==> config.mk <==
export PLATFORM = sky130hd
export DESIGN_NAME = ddr4_bank_refresh_ctl
export DESIGN_NICKNAME = d
export VERILOG_FILES = /design/src/ddr4_ctl_pkg.sv /design/src/ddr4_bank_refresh_ctl.sv
export VERILOG_INCLUDE_DIRS = /design/src /design/src/src
export SDC_FILE = /design/constraint.sdc
export NUM_CORES = 1
export LEC_CHECK = 0
export ABC_AREA = 1
export BUFFER_PORTS_ARGS = -buffer_cell sky130_fd_sc_hd__buf_2
export CELL_PAD_IN_SITES_DETAIL_PLACEMENT = 1
export CELL_PAD_IN_SITES_GLOBAL_PLACEMENT = 1
export CORE_ASPECT_RATIO = 1.5
export CORE_MARGIN = 2
export CORE_UTILIZATION = 50
export CTS_CLUSTER_SIZE = 12
export DETAILED_ROUTE_END_ITERATION = 10
export PLACE_DENSITY = 0.88
export SKIP_LAST_GASP = 1
export SLEW_MARGIN = 20
export SYNTH_ARGS = -nofsm -noshare
export SYNTH_HDL_FRONTEND = slang
export SYNTH_SLANG_ARGS = --single-unit
==> constraint.sdc <==
create_clock -name core_clk -period 9.2 [get_ports core_clk]
set_input_delay 1.38 -clock core_clk [delete_from_list [all_inputs] [get_ports core_clk]]
set_output_delay 1.38 -clock core_clk [all_outputs]
set_load 0.02 [all_outputs]
==> src/ddr4_ctl_defs.svh <==
`ifndef DDR4_CTL_DEFS_SVH
`define DDR4_CTL_DEFS_SVH
// ----------------------------------------------------------------
// core clock and cycle conversion
// ----------------------------------------------------------------
`define CORE_PERIOD_NS 4
// least times round up, never below one cycle
`define CYC_MIN(ns) ((((ns) + `CORE_PERIOD_NS - 1) / `CORE_PERIOD_NS) < 1 ? 1 : \
                     (((ns) + `CORE_PERIOD_NS - 1) / `CORE_PERIOD_NS))
// longest times round down, never below one cycle
`define CYC_MAX(ns) (((ns) / `CORE_PERIOD_NS) < 1 ? 1 : ((ns) / `CORE_PERIOD_NS))
// ----------------------------------------------------------------
// device timing in ns
// ----------------------------------------------------------------
`define T_RP_NS        14
`define T_RFC_NS       350
`define T_XS_EXTRA_NS  10
`define T_XS_NS        (`T_RFC_NS + `T_XS_EXTRA_NS)
`define T_REFI_NS      7800
`define T_XSDLL_NS     12288
`define T_CKESR_NS     24
`define T_CKSRE_NS     10
`define T_CKSRX_NS     10
// ----------------------------------------------------------------
// field positions and limits
// ----------------------------------------------------------------
`define A10_AP_BIT     10
`define POSTPONE_1X    8
`endif

==> src/ddr4_ctl_pkg.sv <==
`default_nettype none
package ddr4_ctl_pkg;
  // ----------------------------------------------------------------
  // user request commands
  // ----------------------------------------------------------------
  typedef enum logic [2:0] {
    CMD_ACT  = 3'h0,  // open a row
    CMD_PRE  = 3'h1,  // close one bank
    CMD_PREA = 3'h2,  // close all banks
    CMD_REF  = 3'h3,  // refresh
    CMD_SRE  = 3'h4,  // enter self-refresh
    CMD_SRX  = 3'h5   // leave self-refresh
  } cmd_e;
  // ----------------------------------------------------------------
  // sequencer states, one-hot
  // ----------------------------------------------------------------
  typedef enum logic [3:0] {
    ST_RUN  = 4'h1,  // normal operation
    ST_ENT  = 4'h2,  // self-refresh entered, clock still running
    ST_IDLE = 4'h4,  // self-refresh, clock stopped
    ST_WAKE = 4'h8   // clock restarted, waiting to raise cke
  } state_e;
endpackage
`default_nettype wire
==> src/ddr4_bank_refresh_ctl.sv <==
`include "ddr4_ctl_defs.svh"
`default_nettype none
module ddr4_bank_refresh_ctl #(
  parameter int CK_HALF = 2,   // core cycles per half period of the memory clock
  parameter bit X16     = 1'b0 // one group bit only on wide parts
) (
  input  wire logic                 core_clk,    // core clock
  input  wire logic                 resetn,      // async reset, active low
  input  wire logic                 reqValid,    // request present
  output logic                      reqReady,    // request taken this cycle
  input  wire ddr4_ctl_pkg::cmd_e   reqCmd,      // request command
  input  wire logic [1:0]           reqBg,       // bank group
  input  wire logic [1:0]           reqBa,       // bank in group
  input  wire logic [17:0]          reqRow,      // row address
  input  wire logic [1:0]           refMode,     // 0 1x, 1 2x, 2 4x
  output logic [15:0]               bankOpen,    // open row per bank
  output logic signed [6:0]         postponed,   // refreshes owed
  output logic                      srActive,    // in self-refresh
  output logic                      readOk,      // locked-DLL commands allowed
  output logic                      ddrCkT,      // memory clock true
  output logic                      ddrCkC,      // memory clock complement
  output logic                      ddrCke,      // clock enable
  output logic                      ddrCsN,      // chip select, low active
  output logic                      ddrActN,     // activate, low active
  output logic                      ddrRasNA16,  // ras / row bit 16
  output logic                      ddrCasNA15,  // cas / row bit 15
  output logic                      ddrWeNA14,   // we / row bit 14
  output logic                      ddrA17,      // row bit 17
  output logic [13:0]               ddrAddr,     // address bits 0..13
  output logic [1:0]                ddrBg,       // bank group pins
  output logic [1:0]                ddrBa,       // bank pins
  output logic                      ddrOdt,      // termination control
  output logic                      ddrResetN    // device reset, low active
);
  // ----------------------------------------------------------------
  // constants
  // ----------------------------------------------------------------
  localparam logic [7:0]  RP_CYC    = 8'(`CYC_MIN(`T_RP_NS));
  localparam logic [11:0] RFC_CYC   = 12'(`CYC_MIN(`T_RFC_NS));
  localparam logic [11:0] XS_CYC    = 12'(`CYC_MIN(`T_XS_NS));
  localparam logic [11:0] REFI_CYC  = 12'(`CYC_MAX(`T_REFI_NS));
  localparam logic [11:0] XSDLL_CYC = 12'(`CYC_MIN(`T_XSDLL_NS));
  localparam logic [7:0]  CKESR_CYC = 8'(`CYC_MIN(`T_CKESR_NS));
  localparam logic [7:0]  CKSRE_CYC = 8'(`CYC_MIN(`T_CKSRE_NS));
  localparam logic [7:0]  CKSRX_CYC = 8'(`CYC_MIN(`T_CKSRX_NS));
  localparam logic [7:0]  HALF_LAST = 8'(CK_HALF - 1);

  // memory clock period in core cycles; the entry check waits exactly this long
  localparam int SLOT_GAP = 2 * CK_HALF;

  // divider counter is eight bits wide; the entry check delay caps it lower
  if (CK_HALF < 1 || CK_HALF > 150)
  begin : g_bad_half
    $error("CK_HALF out of range");
  end

  // bank index: wide parts use only the low group bit
  function automatic logic [3:0] bankIdx(input logic [1:0] bg, input logic [1:0] ba);
    return X16 ? {1'b0, bg[0], ba} : {bg, ba};
  endfunction

  // ----------------------------------------------------------------
  // state
  // ----------------------------------------------------------------
  ddr4_ctl_pkg::state_e state;     // sequencer state
  logic [7:0]           ckDiv;     // half period counter
  logic                 ckRun;     // memory clock running
  logic [11:0]          busyCnt;   // tRFC / tXS hold-off
  logic [11:0]          refiCnt;   // average interval timer
  logic [11:0]          dllCnt;    // tXSDLL timer
  logic [7:0]           srTmr;     // tCKSRE / tCKSRX timer
  logic [7:0]           esrTmr;    // tCKESR residency timer
  logic                 needRef;   // extra refresh owed after exit
  logic                 prevDes;   // last slot was deselect
  logic [15:0]          tmrZero;   // per bank tRP done

  // ----------------------------------------------------------------
  // decode
  // ----------------------------------------------------------------
  wire stRun  = (state == ddr4_ctl_pkg::ST_RUN);
  wire stIdle = (state == ddr4_ctl_pkg::ST_IDLE);
  // slot: the memory clock falls next, so commands get half a period of setup
  wire slot   = ckRun && ddrCkT && (ckDiv == HALF_LAST);
  wire [1:0] modeSh = (refMode == 2'h3) ? 2'h2 : refMode;
  wire signed [6:0] limit = 7'(`POSTPONE_1X << modeSh);
  wire [11:0] refiLen = REFI_CYC >> modeSh;
  wire [3:0]  rb      = bankIdx(reqBg, reqBa);
  wire allIdle   = (bankOpen == 16'h0000) && (&tmrZero);
  wire canIssue  = stRun && slot && (busyCnt == 12'h000);
  wire urgent    = (postponed >= limit);
  wire forcePrea = canIssue && urgent && (bankOpen != 16'h0000);
  wire forceRef  = canIssue && urgent && allIdle;
  wire actLegal  = !bankOpen[rb] && tmrZero[rb];
  wire refLegal  = allIdle && (postponed > -limit);
  wire sreLegal  = allIdle && prevDes && !needRef;
  wire reqLegal  = (reqCmd == ddr4_ctl_pkg::CMD_ACT)  ? actLegal :
                   (reqCmd == ddr4_ctl_pkg::CMD_PRE)  ? 1'b1 :
                   (reqCmd == ddr4_ctl_pkg::CMD_PREA) ? 1'b1 :
                   (reqCmd == ddr4_ctl_pkg::CMD_REF)  ? refLegal :
                   (reqCmd == ddr4_ctl_pkg::CMD_SRE)  ? sreLegal : 1'b0;
  wire srxReady  = (reqCmd == ddr4_ctl_pkg::CMD_SRX) && stIdle && (esrTmr == 8'h00);
  assign reqReady = (canIssue && !urgent && reqLegal) || srxReady;
  wire take      = reqValid && reqReady;
  wire userAct   = take && (reqCmd == ddr4_ctl_pkg::CMD_ACT);
  wire userPre   = take && (reqCmd == ddr4_ctl_pkg::CMD_PRE);
  wire userPrea  = take && (reqCmd == ddr4_ctl_pkg::CMD_PREA);
  wire userRef   = take && (reqCmd == ddr4_ctl_pkg::CMD_REF);
  wire userSre   = take && (reqCmd == ddr4_ctl_pkg::CMD_SRE);
  wire userSrx   = take && (reqCmd == ddr4_ctl_pkg::CMD_SRX);
  wire preAll    = forcePrea || userPrea;
  wire issuePre  = preAll || userPre;
  wire issueRef  = forceRef || userRef;
  wire cmdAny    = userAct || issuePre || issueRef || userSre;
  wire tick      = stRun && (refiCnt == 12'h000);
  wire wakeDone  = (state == ddr4_ctl_pkg::ST_WAKE) && (srTmr == 8'h00) && slot;

  // next pin values; deselect leaves the code lines high
  wire next_csN  = !cmdAny;
  wire next_actN = !userAct;
  // refresh and self-refresh entry share a code: ras/cas low, we/act high
  wire next_ras  = userAct ? reqRow[16] : !cmdAny;
  wire next_cas  = userAct ? reqRow[15] : (issuePre || !cmdAny);
  wire next_we   = userAct ? reqRow[14] : !issuePre;
  wire [13:0] next_addr = userAct ? reqRow[13:0] :
                          (preAll ? 14'(1 << `A10_AP_BIT) : 14'h0000);
  wire signed [6:0] next_post = postponed + (tick ? 7'sd1 : 7'sd0) - (issueRef ? 7'sd1 : 7'sd0);

  // ----------------------------------------------------------------
  // per bank state and tRP timers
  // ----------------------------------------------------------------
  genvar g;
  generate
    for (g = 0; g < 16; g++)
    begin : g_bank
      logic [7:0] tmr;  // precharge time left
      wire preHit = issuePre && (preAll || (rb == 4'(g)));
      wire actHit = userAct && (rb == 4'(g));
      // every precharge restarts the period, idle or not
      always_ff @(posedge core_clk or negedge resetn)
      begin
        if (!resetn)
          tmr <= 8'h00;
        else if (preHit)
          tmr <= RP_CYC;
        else if (tmr != 8'h00)
          tmr <= tmr - 8'h01;
      end
      // open on activate, closed on precharge
      always_ff @(posedge core_clk or negedge resetn)
      begin
        if (!resetn)
          bankOpen[g] <= 1'b0;
        else if (actHit)
          bankOpen[g] <= 1'b1;
        else if (preHit)
          bankOpen[g] <= 1'b0;
      end
      assign tmrZero[g] = (tmr == 8'h00);
    end
  endgenerate

  // ----------------------------------------------------------------
  // memory clock divider; held low while stopped
  // ----------------------------------------------------------------
  always_ff @(posedge core_clk or negedge resetn)
  begin
    if (!resetn)
    begin
      ckDiv  <= 8'h00;
      ddrCkT <= 1'b0;
      ddrCkC <= 1'b1;
    end
    else if (!ckRun)
    begin
      ckDiv  <= 8'h00;
      ddrCkT <= 1'b0;
      ddrCkC <= 1'b1;
    end
    else if (ckDiv == HALF_LAST)
    begin
      ckDiv  <= 8'h00;
      ddrCkT <= !ddrCkT;
      ddrCkC <= ddrCkT;
    end
    else
      ckDiv <= ckDiv + 8'h01;
  end

  // ----------------------------------------------------------------
  // command pins, updated only at a slot
  // ----------------------------------------------------------------
  always_ff @(posedge core_clk or negedge resetn)
  begin
    if (!resetn)
    begin
      ddrCsN <= 1'b1;
      ddrActN <= 1'b1;
      ddrRasNA16 <= 1'b1;
      ddrCasNA15 <= 1'b1;
      ddrWeNA14 <= 1'b1;
      ddrA17 <= 1'b0;
      ddrAddr <= 14'h0000;
      ddrBg <= 2'h0;
      ddrBa <= 2'h0;
      prevDes <= 1'b1;
    end
    else if (slot)
    begin
      ddrCsN <= next_csN;
      ddrActN <= next_actN;
      ddrRasNA16 <= next_ras;
      ddrCasNA15 <= next_cas;
      ddrWeNA14 <= next_we;
      ddrA17 <= userAct && reqRow[17];
      ddrAddr <= next_addr;
      ddrBg <= reqBg;
      ddrBa <= reqBa;
      prevDes <= next_csN;
    end
  end

  // ----------------------------------------------------------------
  // refresh bookkeeping
  // ----------------------------------------------------------------
  // the interval timer is held at refiLen in self-refresh; the device refreshes itself there
  always_ff @(posedge core_clk or negedge resetn)
  begin
    if (!resetn)
    begin
      refiCnt <= REFI_CYC;
      postponed <= 7'sd0;
      busyCnt <= 12'h000;
      dllCnt <= 12'h000;
      needRef <= 1'b0;
      readOk <= 1'b1;
    end
    else
    begin
      refiCnt <= tick ? refiLen : (stRun ? refiCnt - 12'h001 : refiLen);
      postponed <= wakeDone ? 7'sd0 : next_post;
      if (issueRef)
        busyCnt <= RFC_CYC;
      else if (wakeDone)
        busyCnt <= XS_CYC;
      else if (busyCnt != 12'h000)
        busyCnt <= busyCnt - 12'h001;
      dllCnt <= wakeDone ? XSDLL_CYC : ((dllCnt != 12'h000) ? dllCnt - 12'h001 : 12'h000);
      readOk <= stRun && !wakeDone && (dllCnt == 12'h000);
      // set on exit wins over the clear of a refresh in the same cycle
      needRef <= wakeDone || (needRef && !issueRef);
    end
  end

  // ----------------------------------------------------------------
  // self-refresh sequencer
  // ----------------------------------------------------------------
  always_ff @(posedge core_clk or negedge resetn)
  begin
    if (!resetn)
    begin
      state <= ddr4_ctl_pkg::ST_RUN;
      ckRun <= 1'b1;
      ddrCke <= 1'b1;
      srActive <= 1'b0;
      srTmr <= 8'h00;
      esrTmr <= 8'h00;
      ddrResetN <= 1'b0;
    end
    else
    begin
      ddrResetN <= 1'b1;
      if (esrTmr != 8'h00)
        esrTmr <= esrTmr - 8'h01;
      if (srTmr != 8'h00)
        srTmr <= srTmr - 8'h01;
      case (state)
        ddr4_ctl_pkg::ST_RUN:
        begin
          if (userSre)
          begin
            state <= ddr4_ctl_pkg::ST_ENT;
            ddrCke <= 1'b0;
            srActive <= 1'b1;
            srTmr <= CKSRE_CYC;
            esrTmr <= CKESR_CYC;
          end
        end
        ddr4_ctl_pkg::ST_ENT:
        begin
          // stop only at a falling edge, after the deselect slot
          if ((srTmr == 8'h00) && slot && !prevDes == 1'b0)
          begin
            state <= ddr4_ctl_pkg::ST_IDLE;
            ckRun <= 1'b0;
          end
        end
        ddr4_ctl_pkg::ST_IDLE:
        begin
          if (userSrx)
          begin
            state <= ddr4_ctl_pkg::ST_WAKE;
            ckRun <= 1'b1;
            srTmr <= CKSRX_CYC;
          end
        end
        ddr4_ctl_pkg::ST_WAKE:
        begin
          // pins already deselect, so cke rise alone forms the exit
          if (wakeDone)
          begin
            state <= ddr4_ctl_pkg::ST_RUN;
            ddrCke <= 1'b1;
            srActive <= 1'b0;
          end
        end
        default:
          state <= ddr4_ctl_pkg::ST_RUN;
      endcase
    end
  end

  // termination pin stays low, as exit needs it low through tXSDLL
  assign ddrOdt = 1'b0;
endmodule // ddr4_bank_refresh_ctl
`default_nettype wire

==> impl_results.md <==
* Status: complete, no violations
* MaxCap Viol Count at 0
* Final hold vios at 0
* R2r startpoint: g_bank[1].tmr[0]
* Clock Pin Slew Worst Setup and Hold Paths at 60 ps
* Io pins at 85
* H-tree levels at 1
* RSZ-0062 raised after global routing: false
* Buffers on Ports at 83
* CTS resizes at 0
* Post-synthesis sequential area ratio at 46.1%
* Vias per inst at about 5.4
* Hold wc startpoint: dllCnt[0]
* TritonCTS clock tree: yes
* Yosys top cell area share at between 40% and 50%
* Max rail drop VDD at 0.000152 V
* Initial Util at between 50% and 60%
* Die footprint at 28,200 um^2
* Worst slew margin at 35.7%
* Pleak at 0.00765 uW
* Wire length per cell at 17.3 um
* # setup viols final at 0
* CTS buffer count at 26
* Global-route wire length before repair at around 60,000 um
* Ys flop type: dfrtp_1
* Antenna-violating nets left at 0
* Layout fillers at 3,293
* GR Overflow Total at 0
* Worst reg-to-reg setup slack at 4690 ps
* Rows at 73
* Cells after Synth at 1,635
* Max-slew violations at 0
* Met1 global-route usage at 28.1%
* M2 GR Usage at between 50% and 60%
* Yosys reg bits at between 200 and 250
* Synth cell types at 44
* PwrDens at between 150 and 200 nW/um^2
* Hpwl dp at 26,400 um
* Critical Path Source Type: input port
* Asr flop ratio synth at 100%
* Min-Delay Path Class: flop to flop
* Setup bufs post-CTS at 0
* Fin Clk Skew at 8.86 ps
* Share of layout cells above drive strength 1 at 11.7%
* Most numerous cell in the Yosys netlist: nor2_1
* Design area at 15,100 um^2
* Worst-skew pair later-pin latency at 540 ps
* Synth top cells by count: nor2_1, nand2_1, dfrtp_1
* Crit Path Max Fanout at 6
* Clock root cell: clkbuf_16
* Cell taking the most area after synthesis: dfrtp_1
* Reg area at 6200 um^2
* Final setup TNS at 0 ps
* # clock sinks at 247
* Routed wire length at 36,200 um
* Synthesized cell area at around 13,000 um^2
* CP Class: input port to flop
* Total power at approximately 2400 uW
* Placed Area at 14,200 um^2
* Post-layout min period at 4710 ps
* Clk buf depth at 3
* Starting DRT DRC Count at 535
* Largest net degree at the start of global routing at approximately 100
* Top cells by area, synth: dfrtp_1, nor2_1, nand2_1, inv_1, ha_1
* FF-to-FF End: postponed[6]
* Initial antenna violation count at 1
* Core area at approximately 26,000 um^2
* Post-synth EDFFs at 0
* Worst path required time at between 9000 and 10,000 ps
* Nets@finish at between 1.5k and 2k
* Hold EP: dllCnt[0]
* DRT Pass-1 Iters at 4
* YS warnings at 0
* Via count at roughly 11k
* Vias in the first global route at 12.7k
* Multi-input gate area at 6310 um^2
* Die width at 138 um
* Die height at 205 um
* # DRC at 0
* Reg2Reg Depth at 26
* Worst-margin pin slew at 964 ps
* Routability cong. at between 0.9 and 1
* Post-cts hold buffer count at 0
* Crit end category: flop
* Period utilization at roughly 51%
* Most Crowded Layer GR: met2
* Hold path depth at 1
* Area growth, synth to finish at 12.2%
* Max Clk Rate at 212 MHz
* Worst path arrival time at just over 5000 ps
* Met3 GRT Util at 3.19%
* Synth Area per Inst at approximately 8.2 um^2
* GRT Overall Usage at about a quarter
## cell usage in the layout (no fill, tap or decap), types with 2 or more instances in the layout
cell type  netlist  routed
buf_2            5      82
o211ai_1         4       4
clkbuf_16        0      27
nand2_2         15      15
o21ai_0         47      47
nand4_1         42      42
clkbuf_1         4      10
inv_2            2       2
dfrtp_1        229     229
nand3_2          7       7
o31ai_1          2       2
a22o_1          14      14
clkbuf_8         0       9
or2_2            3       3
a21oi_1         44      44
nor2_1         330     329
nand2_4         14      14
ha_1            57      57
a31oi_1          6       6
xor2_1          76      76
dfstp_2         18      18
nor3_1          71      71
o2111ai_1        3       3
buf_4            2       5
and2_1           3       3
nand2_1        257     257
xnor2_1         38      38
conb_1           2       4
nor3_4           3       3
nor2_2          15      16
inv_1          219     219
nand3_1         69      69
nand3b_1        15      15
nor4_1           5       5
## critical path, stage by stage
cell and delay (ps):
buf_2 110, nor2_1 160, inv_1 70, ha_1 300, nand4_1 120, o211ai_1 120
xor2_1 370, nand2_1 90, a21oi_1 140, nand2_1 80, nand2_2 120, nand3_1 100
nand2_1 140, ha_1 250, inv_1 60, ha_1 150, inv_1 60, fa_1 420
o31ai_1 280, and2_1 190, nor2_1 50, inv_1 60, a21oi_1 70, o21ai_0 180
a21oi_1 60
## state kept, by name, summed over array words and instances (netlist names), 4 cells and up
signal / cells
postponed: 7
state: 4
busyCnt: 12
ddrAddr: 14
ckDiv: 8
bankOpen: 16
g_bank.tmr: 128
refiCnt: 12
esrTmr: 8
srTmr: 8
dllCnt: 12
## worst max-delay path by stage
stage	start	end	slack, ps
after floorplan	refMode[1]	postponed[6]	4560
after CTS	refMode[1]	postponed[6]	4520
after global routing	refMode[0]	postponed[6]	4100
final	refMode[0]	postponed[6]	4490
after detailed placement	refMode[1]	postponed[6]	3980
after global placement	refMode[1]	postponed[6]	4240
## cell type report
cell class              count  share of cell area, %
clock inverters             1                 0.0332
flip-flops and latches    247                   41.1
multi-input cells        1153                   41.9
inverters                 222                   5.53
repair buffers             88                   3.07
clock buffers              46                   5.55
well taps                 337                   2.80
diodes                      1                 0.0166
## report_power, final
| group | switching, uW | internal (uW) |
|---|---|---|
| Clock | 431 | 610 |
| Sequential | 29.1 | 1120 |
| Combinational | 138 | 77.7 |
## routing by layer
metal  routed length [um]  vias to the layer above  part of all wire, %
met5                    0                        -                    0
met4                 1590                        0                  4.4
met3                 1200                       88                  3.3
met2                20000                      185                   55
met1                13400                     5667                   37
li1                     -                     5392                    -
## kinds of logic after synthesis
group | after synthesis | synth area share, %
AO/OA/AOI/OAI | 125 | 5.43
XOR/XNOR | 114 | 7.43
adder cells (fa/ha/maj) | 58 | 5.45
buffers and inverters | 237 | 6.97
flip-flops | 247 | 46.1
other | 2 | 0.0559
AND/OR/NAND/NOR | 852 | 28.5
## through the flow
stage	setup slack, ps	instances	hold WS, ps	util [%]
floorplan	4560	1637	403	-
global placement	4240	2047	417	53.7
detailed placement	3980	2047	439	53.7
CTS	4520	2094	447	56.9
global route	4100	2095	483	56.9
finish	4490	2095	437	56.9
(Power assumes the default switching activity.)
